<file path="src/verilog/opc_pkg.sv">
// Package for the output protection control block: register map, fields, states.
// Assumes a single 20 MHz core clock and a simple strobe register port.
package opc_pkg;
    // Register offsets (word index on the plain port)
    localparam logic [3:0] OPC_REG_CTRL = 4'h0;
    localparam logic [3:0] OPC_REG_STATUS = 4'h1;
    localparam logic [3:0] OPC_REG_IRQ_STS = 4'h2;
    localparam logic [3:0] OPC_REG_IRQ_MASK = 4'h3;
    localparam logic [3:0] OPC_REG_GPO_SEL = 4'h4;
    // Control fields
    localparam int OPC_CTRL_SPK_ENA = 0;
    localparam int OPC_CTRL_HP_ENA = 2;
    localparam int OPC_CTRL_HP_SC_ENA = 4;
    localparam logic [7:0] OPC_CTRL_RESET = 8'h10;
    // Event bit positions in status, interrupt status and mask
    localparam int OPC_EV_WARN = 0;
    localparam int OPC_EV_HOT = 1;
    localparam int OPC_EV_SPK_DONE = 2;
    localparam int OPC_EV_SPK_SHORT = 3;
    localparam int OPC_EV_HP_SHORT = 4;
    localparam int OPC_EV_W = 5;
    localparam logic [7:0] OPC_MASK_RESET = 8'h00;
    localparam logic [7:0] OPC_GPO_SEL_RESET = 8'h00;
    // Driver shutdown settle time
    localparam int OPC_SHUTDOWN_NS = 1000;
    localparam int OPC_CLK_NS = 50;
    localparam int OPC_SHUTDOWN_CYC = (OPC_SHUTDOWN_NS + OPC_CLK_NS - 1) / OPC_CLK_NS;
    // Per-driver speaker enable states, Gray along the path
    typedef enum logic [2:0] {
        OPC_SPK_OFF = 3'b000,
        OPC_SPK_CHECK = 3'b001,
        OPC_SPK_ON = 3'b011,
        OPC_SPK_STOP = 3'b010,
        OPC_SPK_FAULT = 3'b110,
        OPC_SPK_ARM = 3'b111
    } opc_spk_e;
endpackage

</file>
<file path="src/verilog/opc_spk_guard.sv">
// Per-speaker-driver enable guard: short check at enable, auto shutdown, recovery.
// Assumes synchronous inputs on core_clk; short sense valid while checked.
`timescale 1ns/100ps
module opc_spk_guard
    import opc_pkg::*;
(
    // Clock and reset
    input wire logic core_clk,
    input wire logic reset,
    // Control and sense
    input wire logic enable_req,
    input wire logic short_sense,
    input wire logic overheat,
    // Results
    output logic driver_on,
    output logic short_flag,
    output logic shutdown_done
);
    localparam int CW = $clog2(OPC_SHUTDOWN_CYC + 1);
    opc_spk_e state;
    opc_spk_e next_state;
    logic [CW-1:0] cnt;
    logic en_d;
    wire rise = enable_req && !en_d;
    wire cnt_done = (cnt == CW'(OPC_SHUTDOWN_CYC - 1));

    always_comb begin
        next_state = state;
        case (state)
            OPC_SPK_OFF: if (rise && !overheat) next_state = OPC_SPK_CHECK;
            OPC_SPK_CHECK: begin
                if (!enable_req) next_state = OPC_SPK_OFF;
                // Heat arriving mid-check must not let the driver start
                else if (overheat) next_state = OPC_SPK_STOP;
                else if (short_sense) next_state = OPC_SPK_FAULT;
                else next_state = OPC_SPK_ON;
            end
            OPC_SPK_ON: begin
                if (!enable_req) next_state = OPC_SPK_OFF;
                else if (overheat || short_sense) next_state = OPC_SPK_STOP;
            end
            OPC_SPK_STOP: if (cnt_done) next_state = OPC_SPK_FAULT;
            // Recovery needs disable, enable, disable, enable
            // Level test, so a disable made during the stop still counts
            OPC_SPK_FAULT: if (!enable_req) next_state = OPC_SPK_ARM;
            OPC_SPK_ARM: if (rise) next_state = OPC_SPK_OFF;
            default: next_state = OPC_SPK_OFF;
        endcase
    end

    always_ff @(posedge core_clk or posedge reset) begin
        if (reset) begin
            state <= OPC_SPK_OFF;
            en_d <= 1'b0;
            cnt <= '0;
            short_flag <= 1'b0;
            shutdown_done <= 1'b0;
            driver_on <= 1'b0;
        end else begin
            state <= next_state;
            en_d <= enable_req;
            cnt <= (state == OPC_SPK_STOP) ? cnt + 1'b1 : '0;
            if (!enable_req) short_flag <= 1'b0;
            else if ((state == OPC_SPK_CHECK || state == OPC_SPK_ON) && short_sense)
                short_flag <= 1'b1;
            shutdown_done <= (state == OPC_SPK_STOP) && cnt_done;
            driver_on <= (next_state == OPC_SPK_ON);
        end
    end
endmodule // opc_spk_guard

</file>
<file path="src/verilog/opc_hp_guard.sv">
// Per-headphone-channel short detector and current limit control.
// Assumes synchronous positive and negative region short senses.
`timescale 1ns/100ps
module opc_hp_guard (
    // Clock and reset
    input wire logic core_clk,
    input wire logic reset,
    // Control and sense
    input wire logic driver_enable,
    input wire logic detect_enable,
    input wire logic short_pos,
    input wire logic short_neg,
    // Results
    output logic short_flag,
    output logic current_limit
);
    // Either region shorted means the channel is shorted
    wire shorted = short_pos || short_neg;
    wire active = driver_enable && detect_enable;

    always_ff @(posedge core_clk or posedge reset) begin
        if (reset) begin
            short_flag <= 1'b0;
            current_limit <= 1'b0;
        end else begin
            short_flag <= active && shorted;
            current_limit <= active && shorted;
        end
    end
endmodule // opc_hp_guard

</file>
<file path="src/verilog/opc_top.sv">
// Output protection control: thermal events, speaker and headphone short handling.
// Assumes synchronous sensor inputs and a single-cycle strobe register port.
//
// The placing of the registers and strobed register access are this design's own decisions.
`timescale 1ns/100ps
module opc_top
    import opc_pkg::*;
#(
    parameter int N_SPK = 2,
    parameter int N_HP = 2
) (
    // Clock and reset
    input wire logic core_clk,
    input wire logic reset,
    // Register port
    input wire logic [3:0] reg_addr,
    input wire logic [7:0] reg_wdata,
    input wire logic reg_write,
    input wire logic reg_read,
    output logic [7:0] reg_rdata,
    // Sensors
    input wire logic temp_warning,
    input wire logic temp_overheat,
    input wire logic [N_SPK-1:0] spk_short_sense,
    input wire logic [N_HP-1:0] hp_short_pos,
    input wire logic [N_HP-1:0] hp_short_neg,
    // Driver controls
    output logic [N_SPK-1:0] spk_driver_on,
    output logic [N_HP-1:0] hp_driver_on,
    output logic [N_HP-1:0] hp_current_limit,
    // Indications
    output logic irq,
    output logic gpo
);
    if (N_SPK < 1 || N_SPK > 2 || N_HP < 1 || N_HP > 2) begin : g_bad_count
        $error("opc_top: driver counts must be 1 or 2");
    end

    logic [7:0] ctrl;
    logic [OPC_EV_W-1:0] irq_sts;
    logic [OPC_EV_W-1:0] irq_mask;
    logic [2:0] gpo_sel;
    logic [OPC_EV_W-1:0] ev_prev;

    wire [N_SPK-1:0] spk_on;
    wire [N_SPK-1:0] spk_short;
    wire [N_SPK-1:0] spk_done;
    wire [N_HP-1:0] hp_short;
    wire [N_HP-1:0] hp_limit;

    // Speaker guards; warning is not wired to them so it cannot shut down
    genvar gi;
    generate
        for (gi = 0; gi < N_SPK; gi++) begin : g_spk
            opc_spk_guard u_spk (
                .core_clk(core_clk),
                .reset(reset),
                .enable_req(ctrl[OPC_CTRL_SPK_ENA + gi]),
                .short_sense(spk_short_sense[gi]),
                .overheat(temp_overheat),
                .driver_on(spk_on[gi]),
                .short_flag(spk_short[gi]),
                .shutdown_done(spk_done[gi])
            );
        end
        for (gi = 0; gi < N_HP; gi++) begin : g_hp
            opc_hp_guard u_hp (
                .core_clk(core_clk),
                .reset(reset),
                .driver_enable(ctrl[OPC_CTRL_HP_ENA + gi]),
                .detect_enable(ctrl[OPC_CTRL_HP_SC_ENA]),
                .short_pos(hp_short_pos[gi]),
                .short_neg(hp_short_neg[gi]),
                .short_flag(hp_short[gi]),
                .current_limit(hp_limit[gi])
            );
        end
    endgenerate

    // Live status levels, one per event
    wire [OPC_EV_W-1:0] ev_level;
    assign ev_level[OPC_EV_WARN] = temp_warning;
    assign ev_level[OPC_EV_HOT] = temp_overheat;
    assign ev_level[OPC_EV_SPK_DONE] = |spk_done;
    assign ev_level[OPC_EV_SPK_SHORT] = |spk_short;
    assign ev_level[OPC_EV_HP_SHORT] = |hp_short;
    // Rising edges set the sticky bits, so a held level does not refire
    wire [OPC_EV_W-1:0] ev_rise = ev_level & ~ev_prev;

    // Register decode
    wire wr_ctrl = reg_write && (reg_addr == OPC_REG_CTRL);
    wire wr_clr = reg_write && (reg_addr == OPC_REG_IRQ_STS);
    wire wr_mask = reg_write && (reg_addr == OPC_REG_IRQ_MASK);
    wire wr_gpo = reg_write && (reg_addr == OPC_REG_GPO_SEL);
    wire [OPC_EV_W-1:0] clr_bits = wr_clr ? reg_wdata[OPC_EV_W-1:0] : '0;
    // Set wins over a write-one clear in the same cycle
    wire [OPC_EV_W-1:0] next_irq_sts = (irq_sts & ~clr_bits) | ev_rise;

    logic [7:0] rd_mux;
    always_comb begin
        case (reg_addr)
            OPC_REG_CTRL: rd_mux = ctrl;
            OPC_REG_STATUS: rd_mux = 8'(ev_level);
            OPC_REG_IRQ_STS: rd_mux = 8'(irq_sts);
            OPC_REG_IRQ_MASK: rd_mux = 8'(irq_mask);
            OPC_REG_GPO_SEL: rd_mux = 8'(gpo_sel);
            default: rd_mux = 8'h00;
        endcase
    end

    // Unmasked sticky bits drive the level interrupt
    wire next_irq = |(next_irq_sts & ~irq_mask);
    // Selector 0..4 picks one status level, others drive low
    wire next_gpo = (gpo_sel < 3'(OPC_EV_W)) ? ev_level[gpo_sel] : 1'b0;

    always_ff @(posedge core_clk or posedge reset) begin
        if (reset) begin
            ctrl <= OPC_CTRL_RESET;
            irq_mask <= OPC_MASK_RESET[OPC_EV_W-1:0];
            gpo_sel <= OPC_GPO_SEL_RESET[2:0];
            irq_sts <= '0;
            ev_prev <= '0;
            reg_rdata <= 8'h00;
            irq <= 1'b0;
            gpo <= 1'b0;
        end else begin
            if (wr_ctrl) ctrl <= reg_wdata;
            if (wr_mask) irq_mask <= reg_wdata[OPC_EV_W-1:0];
            if (wr_gpo) gpo_sel <= reg_wdata[2:0];
            irq_sts <= next_irq_sts;
            ev_prev <= ev_level;
            reg_rdata <= reg_read ? rd_mux : 8'h00;
            irq <= next_irq;
            gpo <= next_gpo;
        end
    end

    // Driver outputs straight from flops
    always_ff @(posedge core_clk or posedge reset) begin
        if (reset) begin
            spk_driver_on <= '0;
            hp_driver_on <= '0;
            hp_current_limit <= '0;
        end else begin
            spk_driver_on <= spk_on;
            hp_driver_on <= ctrl[OPC_CTRL_HP_ENA +: N_HP];
            hp_current_limit <= hp_limit;
        end
    end
endmodule // opc_top

</file>
<file path="config.mk">
export PLATFORM = sky130hd
export DESIGN_NAME = opc_top
export DESIGN_NICKNAME = d
export VERILOG_FILES = /design/src/verilog/opc_pkg.sv /design/src/verilog/opc_spk_guard.sv /design/src/verilog/opc_hp_guard.sv /design/src/verilog/opc_top.sv
export SDC_FILE = /design/constraint.sdc
export NUM_CORES = 1
export LEC_CHECK = 0
export BUFFER_PORTS_ARGS = -buffer_cell sky130_fd_sc_hd__buf_2
export CAP_MARGIN = 10
export CORE_ASPECT_RATIO = 1.5
export CORE_MARGIN = 4
export CORE_UTILIZATION = 25
export CTS_BUF_LIST = sky130_fd_sc_hd__clkbuf_8
export DETAILED_ROUTE_END_ITERATION = 6
export GPL_ROUTABILITY_DRIVEN = 1
export PLACE_DENSITY = 0.51
export SLEW_MARGIN = 20
export SYNTH_ARGS = -nofsm -noshare
export SYNTH_HDL_FRONTEND = slang
export SYNTH_HIERARCHICAL = 1
export SYNTH_SLANG_ARGS = --single-unit
export TNS_END_PERCENT = 10
</file>
<file path="constraint.sdc">
create_clock -name core_clk -period 3.7 [get_ports core_clk]
set_input_delay 0.185 -clock core_clk [delete_from_list [all_inputs] [get_ports core_clk]]
set_output_delay 0.185 -clock core_clk [all_outputs]
set_load 0.1 [all_outputs]
</file>
## Yosys cells after proc, flatten, opt, wreduce, memory -nomap -nowiden

Index checks and enable logic that the tools add are counted.

| word-level totals | value |
|---|---|
| word-level logic and storage cells | 120 |
| latch bits | 0 |
| flip-flop bits (word level) | 68 |
| memories kept | 0 |
| memory bits (read-only) | 0 |
| output and inout port bits | 16 |
| memory bits (writable) | 0 |

| cells by class | value |
|---|---|
| order comparisons | 2 |
| muxes and demuxes | 32 |
| reductions and logical operators | 32 |
| add/subtract/negate cells | 2 |
| shifts and indexed selects | 0 |
| multiply operators | 0 |
| div/mod/pow operators | 0 |
| eq/ne operators | 20 |
| bitwise logic cells | 7 |

Operators by type and width:

| kind | number |
|---|---|
| $mux 3 | 18 |
| $pmux 8 s5 | 1 |
| $pmux 3 s6 | 2 |
| $eq 3x2->1 const B | 6 |
| $logic_and 1x1->1 | 16 |
| $and 5x5->5 | 3 |
| $mux 5 | 3 |
| $not 5->5 | 3 |
| $eq 3x3->1 const B | 4 |
| $add 5x1->5 const B | 2 |
| $eq 5x5->1 const B | 2 |
| $eq 4x2->1 const B | 2 |
| $mux 8 | 1 |
| $eq 3x1->1 const B | 2 |
| $logic_not 3->1 | 2 |
| $logic_or 1x1->1 | 6 |
| $mux 1 | 6 |
| $reduce_or 2->1 | 3 |
| $or 5x5->5 | 1 |
| $reduce_or 5->1 | 1 |
| $eq 4x1->1 const B | 1 |
| $eq 4x3->1 const B | 1 |
| $logic_not 4->1 | 1 |
| $lt 3x4->1 const B | 1 |
| 4 further kinds | 7 |

## Longest topological paths before layout

Gate-level depths: netlist (run 1).

| depth | value |
|---|---|
| depth after elaboration | 8 |
| depth in mapped cells | 6 |

## Hierarchy

The synthesis (run 1) kept the hierarchy.

Modules (own cells, without submodules):

| module | area an instance (um^2) | times used | sequential area each (um^2) | cells an instance |
|---|---|---|---|---|
| opc_top | 1799.2 | 1 | 1052.3 | 141 |
| opc_spk_guard | 521.8 | 2 | 300.3 | 47 |
| opc_hp_guard | 46.3 | 2 | 25.0 | 4 |

## Worst setup path after synthesis (run 1)

No wires, ideal clock.

| path | value |
|---|---|
| path type | flip-flop to flip-flop |
| start | reg g_hp[1].u_hp.short_flag |
| end | reg reg_rdata[4] |
| required time | 3.582 ns |
| slack | 2.310 ns |
| stages on the path, launching flop included | 5 |
| setup time | 0.118 ns |
| data arrival time | 1.272 ns |
| path through | dfrtp_1 > buf_4 > or2_1 > mux4_2 > nor2b_1 |

| on the way | value |
|---|---|
| cells in the longest elaborated chain, start to end | 3 |

RTL lines:

| item | line | RTL |
|---|---|---|
| from (decl) | opc_hp_guard.sv:14 | `output logic short_flag,` |
| from (signal assigned) | opc_hp_guard.sv:26 | `short_flag <= active && shorted;` |
| $reduce_or 2->1 | opc_top.sv:86 | `assign ev_level[OPC_EV_HP_SHORT] = \|hp_short;` |
| named net ev_level[4] | opc_top.sv:81 | `wire [OPC_EV_W-1:0] ev_level;` |
| $pmux 8 s5 | opc_top.sv:101 | `case (reg_addr)` |
| $mux 8 | opc_top.sv:132 | `reg_rdata <= reg_read ? rd_mux : 8'h00;` |
| to (signal assigned) | opc_top.sv:132 |  |
| to (decl) | opc_top.sv:20 | `output logic [7:0] reg_rdata,` |

The timed path passes the listed nets, and every way through them passes these cells.
A chain may end at the register's enable or synchronous reset.

## Worst setup path after layout (run 1)

| path | value |
|---|---|
| start | reg g_spk[1].u_spk.state[2] |
| end | reg g_spk[1].u_spk.state[2] |

| on the way | value |
|---|---|
| cells in the longest elaborated chain, start to end | 3 |

RTL lines:

| item | line | RTL |
|---|---|---|
| from (decl) | opc_spk_guard.sv:20 | `opc_spk_e state;` |
| from (signal assigned) | opc_spk_guard.sv:60 | `state <= next_state;` |
| $mux 3 | opc_spk_guard.sv:40 | `else if (overheat \|\| short_sense) next_state = OPC_SPK_STOP;` |
| $mux 3 | opc_spk_guard.sv:39 | `if (!enable_req) next_state = OPC_SPK_OFF;` |
| $pmux 3 s6 * | opc_spk_guard.sv:29 | `case (state)` |
| named net g_spk[1].u_spk.next_state[2] | opc_spk_guard.sv:21 | `opc_spk_e next_state;` |

The timed path passes the listed nets; every way through them passes the cells marked *.

==> results of run 1 <==
-- timing repair --
action                                 4_1_cts  5_1_grt
endpoints found under the hold margin       30        0
gates resized for setup                      0        0
hold buffers                                 2        0
-- stage by stage --
stage / instance area, um^2 / std cells
6_report: 3460 / 443
5_1_grt: 3460 / 443
4_1_cts: 3460 / 443
3_5_place_dp: 3262 / 425
3_3_place_gp: 3262 / 425
2_1_floorplan: 2935 / 243
-- cell families after synthesis --
kind of cell | Yosys count
AOI/OAI and AO/OA | 35
DFF | 68
adders and majority gates | 2
and+or+nand+nor | 84
muxes | 22
buffers and inverters | 26
xor gates and xnor gates | 6
-- final cells by class --
type | instances | area [um^2] | area share (%)
Clock buffer | 9 | 123.9 | 3.580
Clock inverter | 7 | 53.80 | 1.555
Inverter | 18 | 67.56 | 1.953
Multi-Input combinational cell | 149 | 1101 | 31.83
Sequential cell | 68 | 1703 | 49.22
Tap cell | 150 | 187.7 | 5.425
Timing Repair Buffer | 42 | 222.7 | 6.438
-- metal layers --
metal	track usage (%)	up-vias
met2	18.16	31
met3	2.403	12
met4	6.208	0
li1	-	925
met5	0	-
met1	10.82	954
-- sequential cells by signal (all words and copies together) (netlist names), 3 cells and up --
name and flops:
irq_mask 5, ev_prev 5, irq_sts 5, g_spk.u_spk/state 6, g_spk.u_spk/cnt 10, gpo_sel 3, ctrl 8, reg_rdata 8
-- power groups by stage --
stage               combinational (mW)  clock (mW)  sequential [mW]
floorplan                        0.258           0             1.05
global placement                 0.408           0            0.976
detailed placement               0.413           0            0.979
CTS                              0.416       0.591            0.966
global route                     0.452       0.631            0.983
finish                           0.408       0.566            0.963
-- worst max-delay path, stage by stage, from the launching register on --
cell     delay (ps)
dfrtp_1         420
or3b_1          520
nor4_4          290
a211o_1         130
-- final timing paths --
check / from / to / depth (start not counted)
max in group asynchronous: reset / ctrl[4]$_DFFE_PP1P_ / 4
worst max register to register: g_spk[1].u_spk/state[2]$_DFF_PP0_ / g_spk[1].u_spk/state[2]$_DFF_PP0_ / 3
min in group asynchronous: reset / g_hp[1].u_hp/short_flag$_DFF_PP0_ / 3
worst min-delay path: spk_short_sense[0] / g_spk[0].u_spk/driver_on$_DFF_PP0_ / 2
worst max-delay path: g_spk[1].u_spk/state[2]$_DFF_PP0_ / g_spk[1].u_spk/state[2]$_DFF_PP0_ / 3
worst min register to register: g_spk[1].u_spk/driver_on$_DFF_PP0_ / spk_driver_on[1]$_DFF_PP0_ / 0
-- layout by cell type, fill, tap and decap left out, types with 3 or more instances in the layout --
cell      synthesis  final
mux2i_1           3      3
buf_2             3     39
nor3_1            5      5
a22oi_1           3      3
a21oi_1           4      4
a211o_1           4      4
nand3b_1          3      3
o21a_1            4      4
mux4_2            3      3
inv_1            18     22
clkbuf_8          0      9
nand3_1           7      7
dfrtp_1          67     67
mux2_1            5      5
and2_1            3      3
or2_1             3      3
mux2_2           11     11
nor2_1           22     22
nand2_1          13     13
xor2_1            4      4
o21bai_1          5      5
nand2b_1          8      8
nor2b_1           7      7
==> flow_metrics.py, run 1 <==
metrics = {
    "logic_synthesis": {
        "synth_largest_area_cell": "dfrtp_1",
        "async_reset_ff_share_pct": 100.0,
        "ys_top_cells_by_count": "67 x dfrtp_1, 22 x nor2_1, 18 x inv_1",
        "synth_cell_types": 45,
        "synth_edf_count": 0,
        "synthAdderAreaFrac_pct": 0.8525,
        "syn_area_per_cell_um2": 12.08,
        "synthMuxAreaShare_pct": 9.463,
        "synth_top_family_by_area": "simple AND/OR/NAND/NOR gates",
        "yosysTopAreaCellShare_pct": 57.12,
        "ys_seq_elements": 68,
        "syn_nets": 269,
        "yosysWarnings": 6,
        "synthSimpleGateAreaFrac_pct": 16.28,
        "ys_seq_area_share_pct": 58.01,
        "synth_xor_area_share_pct": 1.790,
        "yosys-top-cells-area": "dfrtp_1 57%, mux2_2 4.2%, nor2_1 2.8%",
        "synth_most_common_cell": "dfrtp_1",
        "syn_inst": 243,
        "synthFlopType": "dfrtp_1",
        "syn_area_mm2": 0.002935,
        "synth_compound_area_share_pct": 9.122,
    },
    "timing": {
        "rsz0062_at_grt": "no",
        "fin_crit_ps": 1419,
        "tns_ps": 0,
        "slew_headroom_pct": 66.11,
        "drv_slew": 0,
        "holdWs_ps": 27.35,
        "finalClockSkew_ps": 4.098,
        "setup_ws_ps": 2281,
        "finalCritPeriodShare_pct": 38.34,
        "max_slew.worst_pin.slew_ps": 508.3,
        "hold_viol": 0,
        "setup_viol": 0,
        "fmax_mhz": 704.9,
    },
    "critical_path": {
        "r2r_slack_ps": 2280,
        "arrival_ps": 1700,
        "start_kind": "flip-flop",
        "setup.worst_path.end_class": "flip-flop",
        "crit_required_ps": 3980,
        "path_class": "reg -> reg",
        "path_max_fanout": 6,
    },
    "clock_tree": {
        "cts_buffers": 9,
        "htreeDepth": 3,
        "postCtsSetupRepairBufs": 0,
        "clk_pin_slew_worst_paths_ps": 70,
        "cts_tree": "yes",
        "clockRootBuffer": "clkbuf_8",
        "cts_num_sinks": 68,
        "clk_latency_ps": 340,
        "clockBufferDepth": 2,
    },
    "outcome": {
        "status": "completed",
    },
    "drt": {
        "drc": 0,
        "ant_nets": 0,
        "wl_per_cell_um": 14.19,
        "firstDrtPassIters": 4,
        "wl_met3_um": 237,
        "drt_iter0_drc": 60,
        "drt_wl_total_um": 6286,
        "wl_met1_um": 2378,
        "vias_per_cell": 4.339,
        "dr.max_layer_used": "met4",
        "num_vias": 1922,
        "wl_met2_um": 3482,
    },
    "global_route": {
        "grt_max_degree": 40,
        "grt_overflow": 0,
        "antenna_found_initial": 0,
        "grt_pass1_vias": 2017,
        "grt_usage_pct": 10.32,
        "grt_pass1_wl_um": 10380,
    },
    "die": {
        "die_w_um": 96.48,
        "start_util_pct": 25.46,
        "die_y_um": 140.7,
        "core_area_mm2": 0.01153,
        "rows": 48,
        "pin_count": 40,
        "die-area_mm2": 0.01358,
    },
    "cells_and_area": {
        "drive_above_1_share_pct": 25.26,
        "fillers": 1234,
        "final_nets": 314,
        "antenna_cells": 0,
        "finish.utilization_pct": 30.00,
        "area_delta_synth_final_pct": 17.86,
    },
    "power_and_ir_drop": {
        "peakVddDrop_mv": 0.1458,
        "p_int_mw": 1.306,
        "seqPwrFrac_pct": 49.7,
        "p_clk_share_pct": 29.2,
        "totalPowerFinal_mw": 1.936,
        "powerDensity_mw_per_mm2": 559.7,
        "leakagePower_nw": 1.707,
        "pwr-share-comb_pct": 21.1,
        "switchingPower_uw": 630.8,
        "p_sw_share_pct": 32.58,
    },
    "place": {
        "hpwl_um": 4647,
        "finalWeightedCongestion": 0.7792,
        "post-place-ws_ps": 2209,
        "portBuffers": 39,
    },
    "run": {
        "maxCapViolCount": 0,
    },
    "hold_path": {
        "hold_class": "in -> reg",
    },
}
(Power assumes the default switching activity.)
==> run 2, diff against run 1 <==
--- a/config.mk
+++ b/config.mk
@@ -5,6 +5,7 @@
 export SDC_FILE = /design/constraint.sdc
 export NUM_CORES = 1
 export LEC_CHECK = 0
+export ABC_AREA = 1
 export BUFFER_PORTS_ARGS = -buffer_cell sky130_fd_sc_hd__buf_2
 export CAP_MARGIN = 10
 export CORE_ASPECT_RATIO = 1.5
==> constraint.sdc (replaced) <==
create_clock -name core_clk -period 1.42 [get_ports core_clk]
set_input_delay 0.071 -clock core_clk [delete_from_list [all_inputs] [get_ports core_clk]]
set_output_delay 0.071 -clock core_clk [all_outputs]
set_load 0.1 [all_outputs]
==> run 2 against run 1 <==
Against the previous run:
- sequential cell count stayed put
- die area is 2.2% higher
- count of clock-buffer cells in the layout is 2 higher
- critical endpoint is now gpo$_DFF_PP0_
- highest routed layer unchanged
==> flow_metrics.py, run 2 <==
metrics = {
    "cells_and_area": {
        "final_cell_mix": "72 x nand2_1, 67 x dfrtp_1, 48 x nor2_1, 48 x inv_1, 39 x buf_2",
        "drive_above_1_share_pct": 22.14,
        "area_delta_synth_final_pct": 22.94,
        "antenna_cells": 0,
        "regMostFlops": "g_spk.u_spk/cnt",
        "largest_register_ffs": 10,
        "final_nets": 416,
        "register_area_mm2": 0.001703,
        "stdcell_area_mm2": 0.003695,
        "finalNonFillerCells": 543,
        "multi_input_area_mm2": 0.001072,
        "fillers": 1259,
        "reg_top3": "g_spk.u_spk/cnt: 10 flops, ctrl: 8 flops, reg_rdata: 8 flops",
        "final_common_cell": "nand2_1",
    },
    "global_route": {
        "grt_overflow": 0,
        "antenna_found_initial": 0,
        "grt_pass1_vias": 2505,
        "grt_usage_pct": 10.81,
        "grt_max_degree": 35,
        "grt_pass1_wl_um": 11770,
    },
    "die": {
        "pin_count": 40,
        "rows": 48,
        "die-area_mm2": 0.01388,
        "core_area_mm2": 0.01165,
        "die_w_um": 97.52,
        "die_y_um": 142.3,
        "start_util_pct": 25.79,
    },
    "logic_synthesis": {
        "synth_largest_area_cell": "dfrtp_1",
        "ys_top_cells_by_count": "72 x nand2_1, 67 x dfrtp_1, 48 x inv_1, 48 x nor2_1",
        "syn_area_per_cell_um2": 9.107,
        "async_reset_ff_share_pct": 100.0,
        "ys_seq_area_share_pct": 56.66,
        "yosysTopAreaCellShare_pct": 55.79,
        "synth_cell_types": 33,
        "ys_seq_elements": 68,
        "synth_edf_count": 0,
        "yosys-top-cells-area": "dfrtp_1 56%, nand2_1 9.0%, inv_1 6.0%",
        "synth_most_common_cell": "nand2_1",
        "synthFlopType": "dfrtp_1",
        "syn_inst": 330,
        "yosysWarnings": 6,
        "syn_nets": 356,
        "syn_area_mm2": 0.003005,
    },
    "power_and_ir_drop": {
        "seqPwrFrac_pct": 48.9,
        "leakagePower_nw": 1.908,
        "pwr-share-comb_pct": 20.5,
        "p_int_mw": 3.395,
        "p_sw_share_pct": 32.53,
        "p_clk_share_pct": 30.6,
        "switchingPower_mw": 1.637,
        "peakVddDrop_mv": 0.4057,
        "powerDensity_mw_per_mm2": 1362,
    },
    "critical_path": {
        "r2r_slack_ps": 170,
        "cp.depth": 5,
        "r2r_end": "gpo$_DFF_PP0_",
        "slowest_stage": "dfrtp_1",
        "path_cells": "or2_2 > o21ai_0 > o21ai_0 > inv_1 > o21ai_0",
        "start_kind": "flip-flop",
        "cpPeakStageDelay_ps": 370,
        "r2r_start": "g_spk[1].u_spk/shutdown_done$_DFF_PP0_",
        "arrival_ps": 1470,
        "path_common_cell": "o21ai_0",
        "crit_required_ps": 1630,
        "crit_path_end": "gpo$_DFF_PP0_",
        "cp.buffers_inverters": 1,
        "crit_start": "g_spk[1].u_spk/shutdown_done$_DFF_PP0_",
        "cp_top_family": "flip-flops",
        "reg2regPathDepth": 5,
        "setup.worst_path.end_class": "flip-flop",
        "path_class": "reg -> reg",
        "path_max_fanout": 4,
    },
    "run": {
        "maxCapViolCount": 0,
    },
    "place": {
        "finalWeightedCongestion": 0.8593,
        "post-place-ws_ps": 132.8,
        "dp.cells": 517,
        "placement.cell_area_mm2": 0.003385,
        "hpwl_um": 5225,
        "portBuffers": 39,
    },
    "clock_tree": {
        "clockBufferDepth": 2,
        "cts_buffers": 9,
        "clk_latency_ps": 340,
        "clockRootBuffer": "clkbuf_8",
        "htreeDepth": 3,
        "clk_pin_slew_worst_paths_ps": 70,
        "cts_num_sinks": 68,
        "cts_tree": "yes",
    },
    "timing": {
        "finalCritPeriodShare_pct": 88.20,
        "fin_crit_ps": 1252,
        "rsz0062_at_grt": "no",
        "finalClockSkew_ps": 5.157,
        "setup_viol": 0,
        "tns_ps": 0,
        "setup_ws_ps": 167.6,
        "fmax_mhz": 798.5,
        "hold_viol": 0,
        "holdWs_ps": 30.26,
        "max_slew.worst_pin.slew_ps": 504.6,
        "slew_headroom_pct": 66.33,
        "drv_slew": 0,
    },
    "drt": {
        "firstDrtPassIters": 4,
        "drc": 0,
        "ant_nets": 0,
        "wl_per_cell_um": 12.51,
        "num_vias": 2271,
        "drt_wl_total_um": 6792,
        "vias_per_cell": 4.182,
        "drt_iter0_drc": 88,
    },
    "hold_path": {
        "hold_class": "in -> reg",
    },
    "outcome": {
        "status": "completed",
    },
}
## run 2: power groups by stage
stage	combinational (mW)	clock (mW)	sequential [mW]
6_report	1.03	1.54	2.46
3_5_place_dp	1.03	0	2.50
4_1_cts	1.06	1.61	2.46
2_1_floorplan	0.533	0	2.68
5_1_grt	1.16	1.69	2.50
3_3_place_gp	1.02	0	2.49
## run 2: cell families after synthesis
logic type,share of synthesized area (%)
adder cells (fa/ha/maj),0.8325
XOR/XNOR,1.749
AO/OA/AOI/OAI,6.911
AND/OR/NAND/NOR,26.19
buffers and inverters,7.660
flip-flops,56.66
## run 2: cell type report
class | instances | share of cell area (%)
Clock buffer | 11 | 4.098
Clock inverter | 3 | 1.050
Inverter | 53 | 5.384
Multi-Input combinational cell | 205 | 29.02
Sequential cell | 68 | 46.09
Tap cell | 150 | 5.080
Timing Repair Buffer | 53 | 9.279
## run 2: tightest hold or removal path: cells and delay by family
kind	cells	cell delay [ps]
and+or+nand+nor	2	160
buffers and inverters	1	100
## run 2: routing by layer
| layer | vias to the layer above | part of all wire, % | track usage [%] |
|---|---|---|---|
| li1 | 1149 | - | - |
| met2 | 45 | 52 | 19.30 |
| met5 | - | 0 | 0 |
| met1 | 1065 | 40 | 11.53 |
| met3 | 12 | 4.3 | 2.795 |
| met4 | 0 | 3.2 | 6.127 |
## run 2: stage by stage
| stage | power [mW] | util [%] |
|---|---|---|
| 2_1_floorplan | 3.218 | - |
| 3_3_place_gp | 3.505 | 29.05 |
| 3_5_place_dp | 3.522 | 29.05 |
| 4_1_cts | 5.126 | 31.71 |
| 5_1_grt | 5.354 | 31.71 |
| 6_report | 5.031 | 31.71 |
## run 2: timing repair
action	4_1_cts	5_1_grt
setup endpoints to repair	0	0
hold buffers	12	0
endpoints found under the hold margin	44	0
setup buffers	0	0
gates resized for setup	0	0
## run 2: how the worst min path moves through the flow
stage | start | endpoint | slack (ps) | cells after the start
after detailed placement | reset | g_hp[0].u_hp/short_flag$_DFF_PP0_ | -30 | 2
after global routing | reg_wdata[3] | ctrl[3]$_DFFE_PP0P_ | 30 | 3
after floorplan | reset | g_hp[0].u_hp/short_flag$_DFF_PP0_ | -200 | 1
after global placement | reset | g_hp[1].u_hp/short_flag$_DFF_PP0_ | -30 | 2
after CTS | reg_read | reg_rdata[7]$_DFF_PP0_ | 20 | 3
final | reg_read | reg_rdata[7]$_DFF_PP0_ | 30 | 3
==> run 3, diff against run 2 <==
==> constraint.sdc (replaced) <==
create_clock -name core_clk -period 1.42 [get_ports core_clk]
set_input_delay 0.284 -clock core_clk [delete_from_list [all_inputs] [get_ports core_clk]]
set_output_delay 0.284 -clock core_clk [all_outputs]
set_load 0.1 [all_outputs]
==> run 3 against run 2 <==
Against the previous run:
- fmax is 8.5% lower
- register-to-register slack worse by 30 ps
- via count is 0.26% higher
- count of clock-buffer cells in the layout stayed put
- clock skew is 0.70 ps higher
- highest routed layer unchanged
==> flow_metrics.py, run 3 (synthesized netlist as in run 2, its figures left out) <==
metrics = {
    "timing": {
        "max_slew.worst_pin.slew_ps": 511.5,
        "fmax_mhz": 731.0,
        "drv_slew": 0,
        "finalClockSkew_ps": 5.861,
        "slew_headroom_pct": 65.69,
        "setup_viol": 0,
        "hold_viol": 0,
        "fin_crit_ps": 1368,
        "finalCritPeriodShare_pct": 96.34,
        "rsz0062_at_grt": "no",
        "tns_ps": 0,
        "holdWs_ps": 109.5,
    },
    "critical_path": {
        "r2r_slack_ps": 140,
        "setup.worst_path.end_class": "output port",
        "path_max_fanout": 1,
        "path_class": "reg -> out",
        "r2r_start": "g_hp[1].u_hp/short_flag$_DFF_PP0_",
        "arrival_ps": 1080,
        "r2r_end": "irq$_DFF_PP0_",
        "crit_required_ps": 1140,
        "reg2regPathDepth": 7,
        "path_cells": "buf_2",
        "slowest_stage": "buf_2",
        "start_kind": "flip-flop",
        "cp_top_family": "buffers and inverters",
        "cpPeakStageDelay_ps": 420,
        "cp.buffers_inverters": 1,
    },
    "place": {
        "finalWeightedCongestion": 0.8316,
        "hpwl_um": 5172,
        "placement.cell_area_mm2": 0.003407,
        "portBuffers": 39,
    },
    "drt": {
        "wl_met1_um": 2682,
        "drt_wl_total_um": 6783,
        "vias_per_cell": 4.240,
        "firstDrtPassIters": 4,
        "wl_met2_um": 3603,
        "drc": 0,
        "ant_nets": 0,
        "num_vias": 2277,
        "wl_per_cell_um": 12.63,
        "dr.max_layer_used": "met4",
        "drt_iter0_drc": 69,
        "wl_met3_um": 298,
    },
    "power_and_ir_drop": {
        "leakagePower_nw": 1.873,
        "powerDensity_mw_per_mm2": 1407,
        "peakVddDrop_mv": 0.5432,
        "totalPowerFinal_mw": 5.138,
    },
    "global_route": {
        "grt_pass1_wl_um": 11390,
        "antenna_found_initial": 0,
        "grt_max_degree": 31,
        "grt_overflow": 0,
        "grt_pass1_vias": 2363,
        "grt_usage_pct": 10.44,
    },
    "die": {
        "die_y_um": 142.3,
        "die-area_mm2": 0.01388,
        "die_w_um": 97.52,
        "core_area_mm2": 0.01165,
        "start_util_pct": 25.79,
        "pin_count": 40,
        "rows": 48,
    },
    "clock_tree": {
        "cts_buffers": 9,
        "cts_tree": "yes",
        "cts_num_sinks": 68,
        "clockBufferDepth": 2,
        "clockRootBuffer": "clkbuf_8",
        "postCtsSetupRepairBufs": 0,
        "clk_latency_ps": 350,
        "clk_pin_slew_worst_paths_ps": 70,
        "htreeDepth": 3,
    },
    "run": {
        "maxCapViolCount": 0,
    },
    "cells_and_area": {
        "regMostFlops": "g_spk.u_spk/cnt",
        "final_common_cell": "nand2_1",
        "drive_above_1_share_pct": 24.03,
        "area_delta_synth_final_pct": 21.52,
        "final_cell_mix": "72 x nand2_1, 67 x dfrtp_1, 48 x nor2_1",
        "reg_top3": "g_spk.u_spk/cnt: 10 flops, ctrl: 8 flops, reg_rdata: 8 flops",
        "stdcell_area_mm2": 0.003652,
        "antenna_cells": 0,
        "finish.utilization_pct": 31.35,
        "fillers": 1254,
        "largest_register_ffs": 10,
        "final_nets": 408,
    },
    "outcome": {
        "status": "completed",
    },
    "hold_path": {
        "hold_class": "in -> reg",
        "min-delay-start": "temp_warning",
        "hold_depth": 1,
        "whs_endpoint": "ev_prev[0]$_DFF_PP0_",
    },
}
[run 3: changes by cell type in the layout (fill, tap and decap cells not counted), sizes merged]
cell / delta
buf: -6
clkbuf: +9
clkinvlp: +2
dlygate4sd3: -11
[run 3: repair_timing]
item,4_1_cts,5_1_grt
setup endpoints to repair,1,9
hold buffers,1,0
resized for setup,1,9
hold endpoints to repair,13,0
[run 3: report_power, final]
group | total [mW] | internal [mW] | switching, mW
registers | 2.45 | 2.21 | 0.248
clock network | 1.66 | 0.909 | 0.751
logic | 1.02 | 0.307 | 0.717
total | 5.14 | 3.42 | 1.72
[run 3: worst max path at each step]
stage | start | endpoint | slack (ps) | depth (start not counted)
3_3_place_gp | reg_addr[0] | irq$_DFF_PP0_ | -40 | 10
4_1_cts | spk_driver_on[0]$_DFF_PP0_ | spk_driver_on[0] | 6 | 1
2_1_floorplan | reset | ctrl[0]$_DFFE_PP0P_ | 160 | 1
3_5_place_dp | reg_addr[0] | irq$_DFF_PP0_ | -20 | 10
5_1_grt | reg_rdata[5]$_DFF_PP0_ | reg_rdata[5] | 0.6 | 1
6_report | reg_rdata[4]$_DFF_PP0_ | reg_rdata[4] | 50 | 1
[run 3: cell type report]
| type | count | area (um^2) | share of cell area, % |
|---|---|---|---|
| clock buffers | 11 | 151.4 | 4.145 |
| clock inverters | 5 | 58.81 | 1.610 |
| inverters | 53 | 198.9 | 5.447 |
| multi-input cells | 205 | 1072 | 29.36 |
| flip-flops and latches | 68 | 1703 | 46.63 |
| well taps | 150 | 187.7 | 5.139 |
| repair buffers | 45 | 280.3 | 7.674 |
[run 3: layer usage]
metal  GRT usage (%)  vias up
li1                -     1132
met1           11.68     1077
met2           18.18       56
met3           2.943       12
met4           5.252        0
met5               0        -
[run 3: metrics by stage]
| stage | std cells | setup slack (ps) |
|---|---|---|
| 2_1_floorplan | 330 | 163.3 |
| 3_3_place_gp | 520 | -36.70 |
| 3_5_place_dp | 520 | -23.31 |
| 4_1_cts | 537 | 5.582 |
| 5_1_grt | 537 | 0.6226 |
| 6_report | 537 | 51.97 |
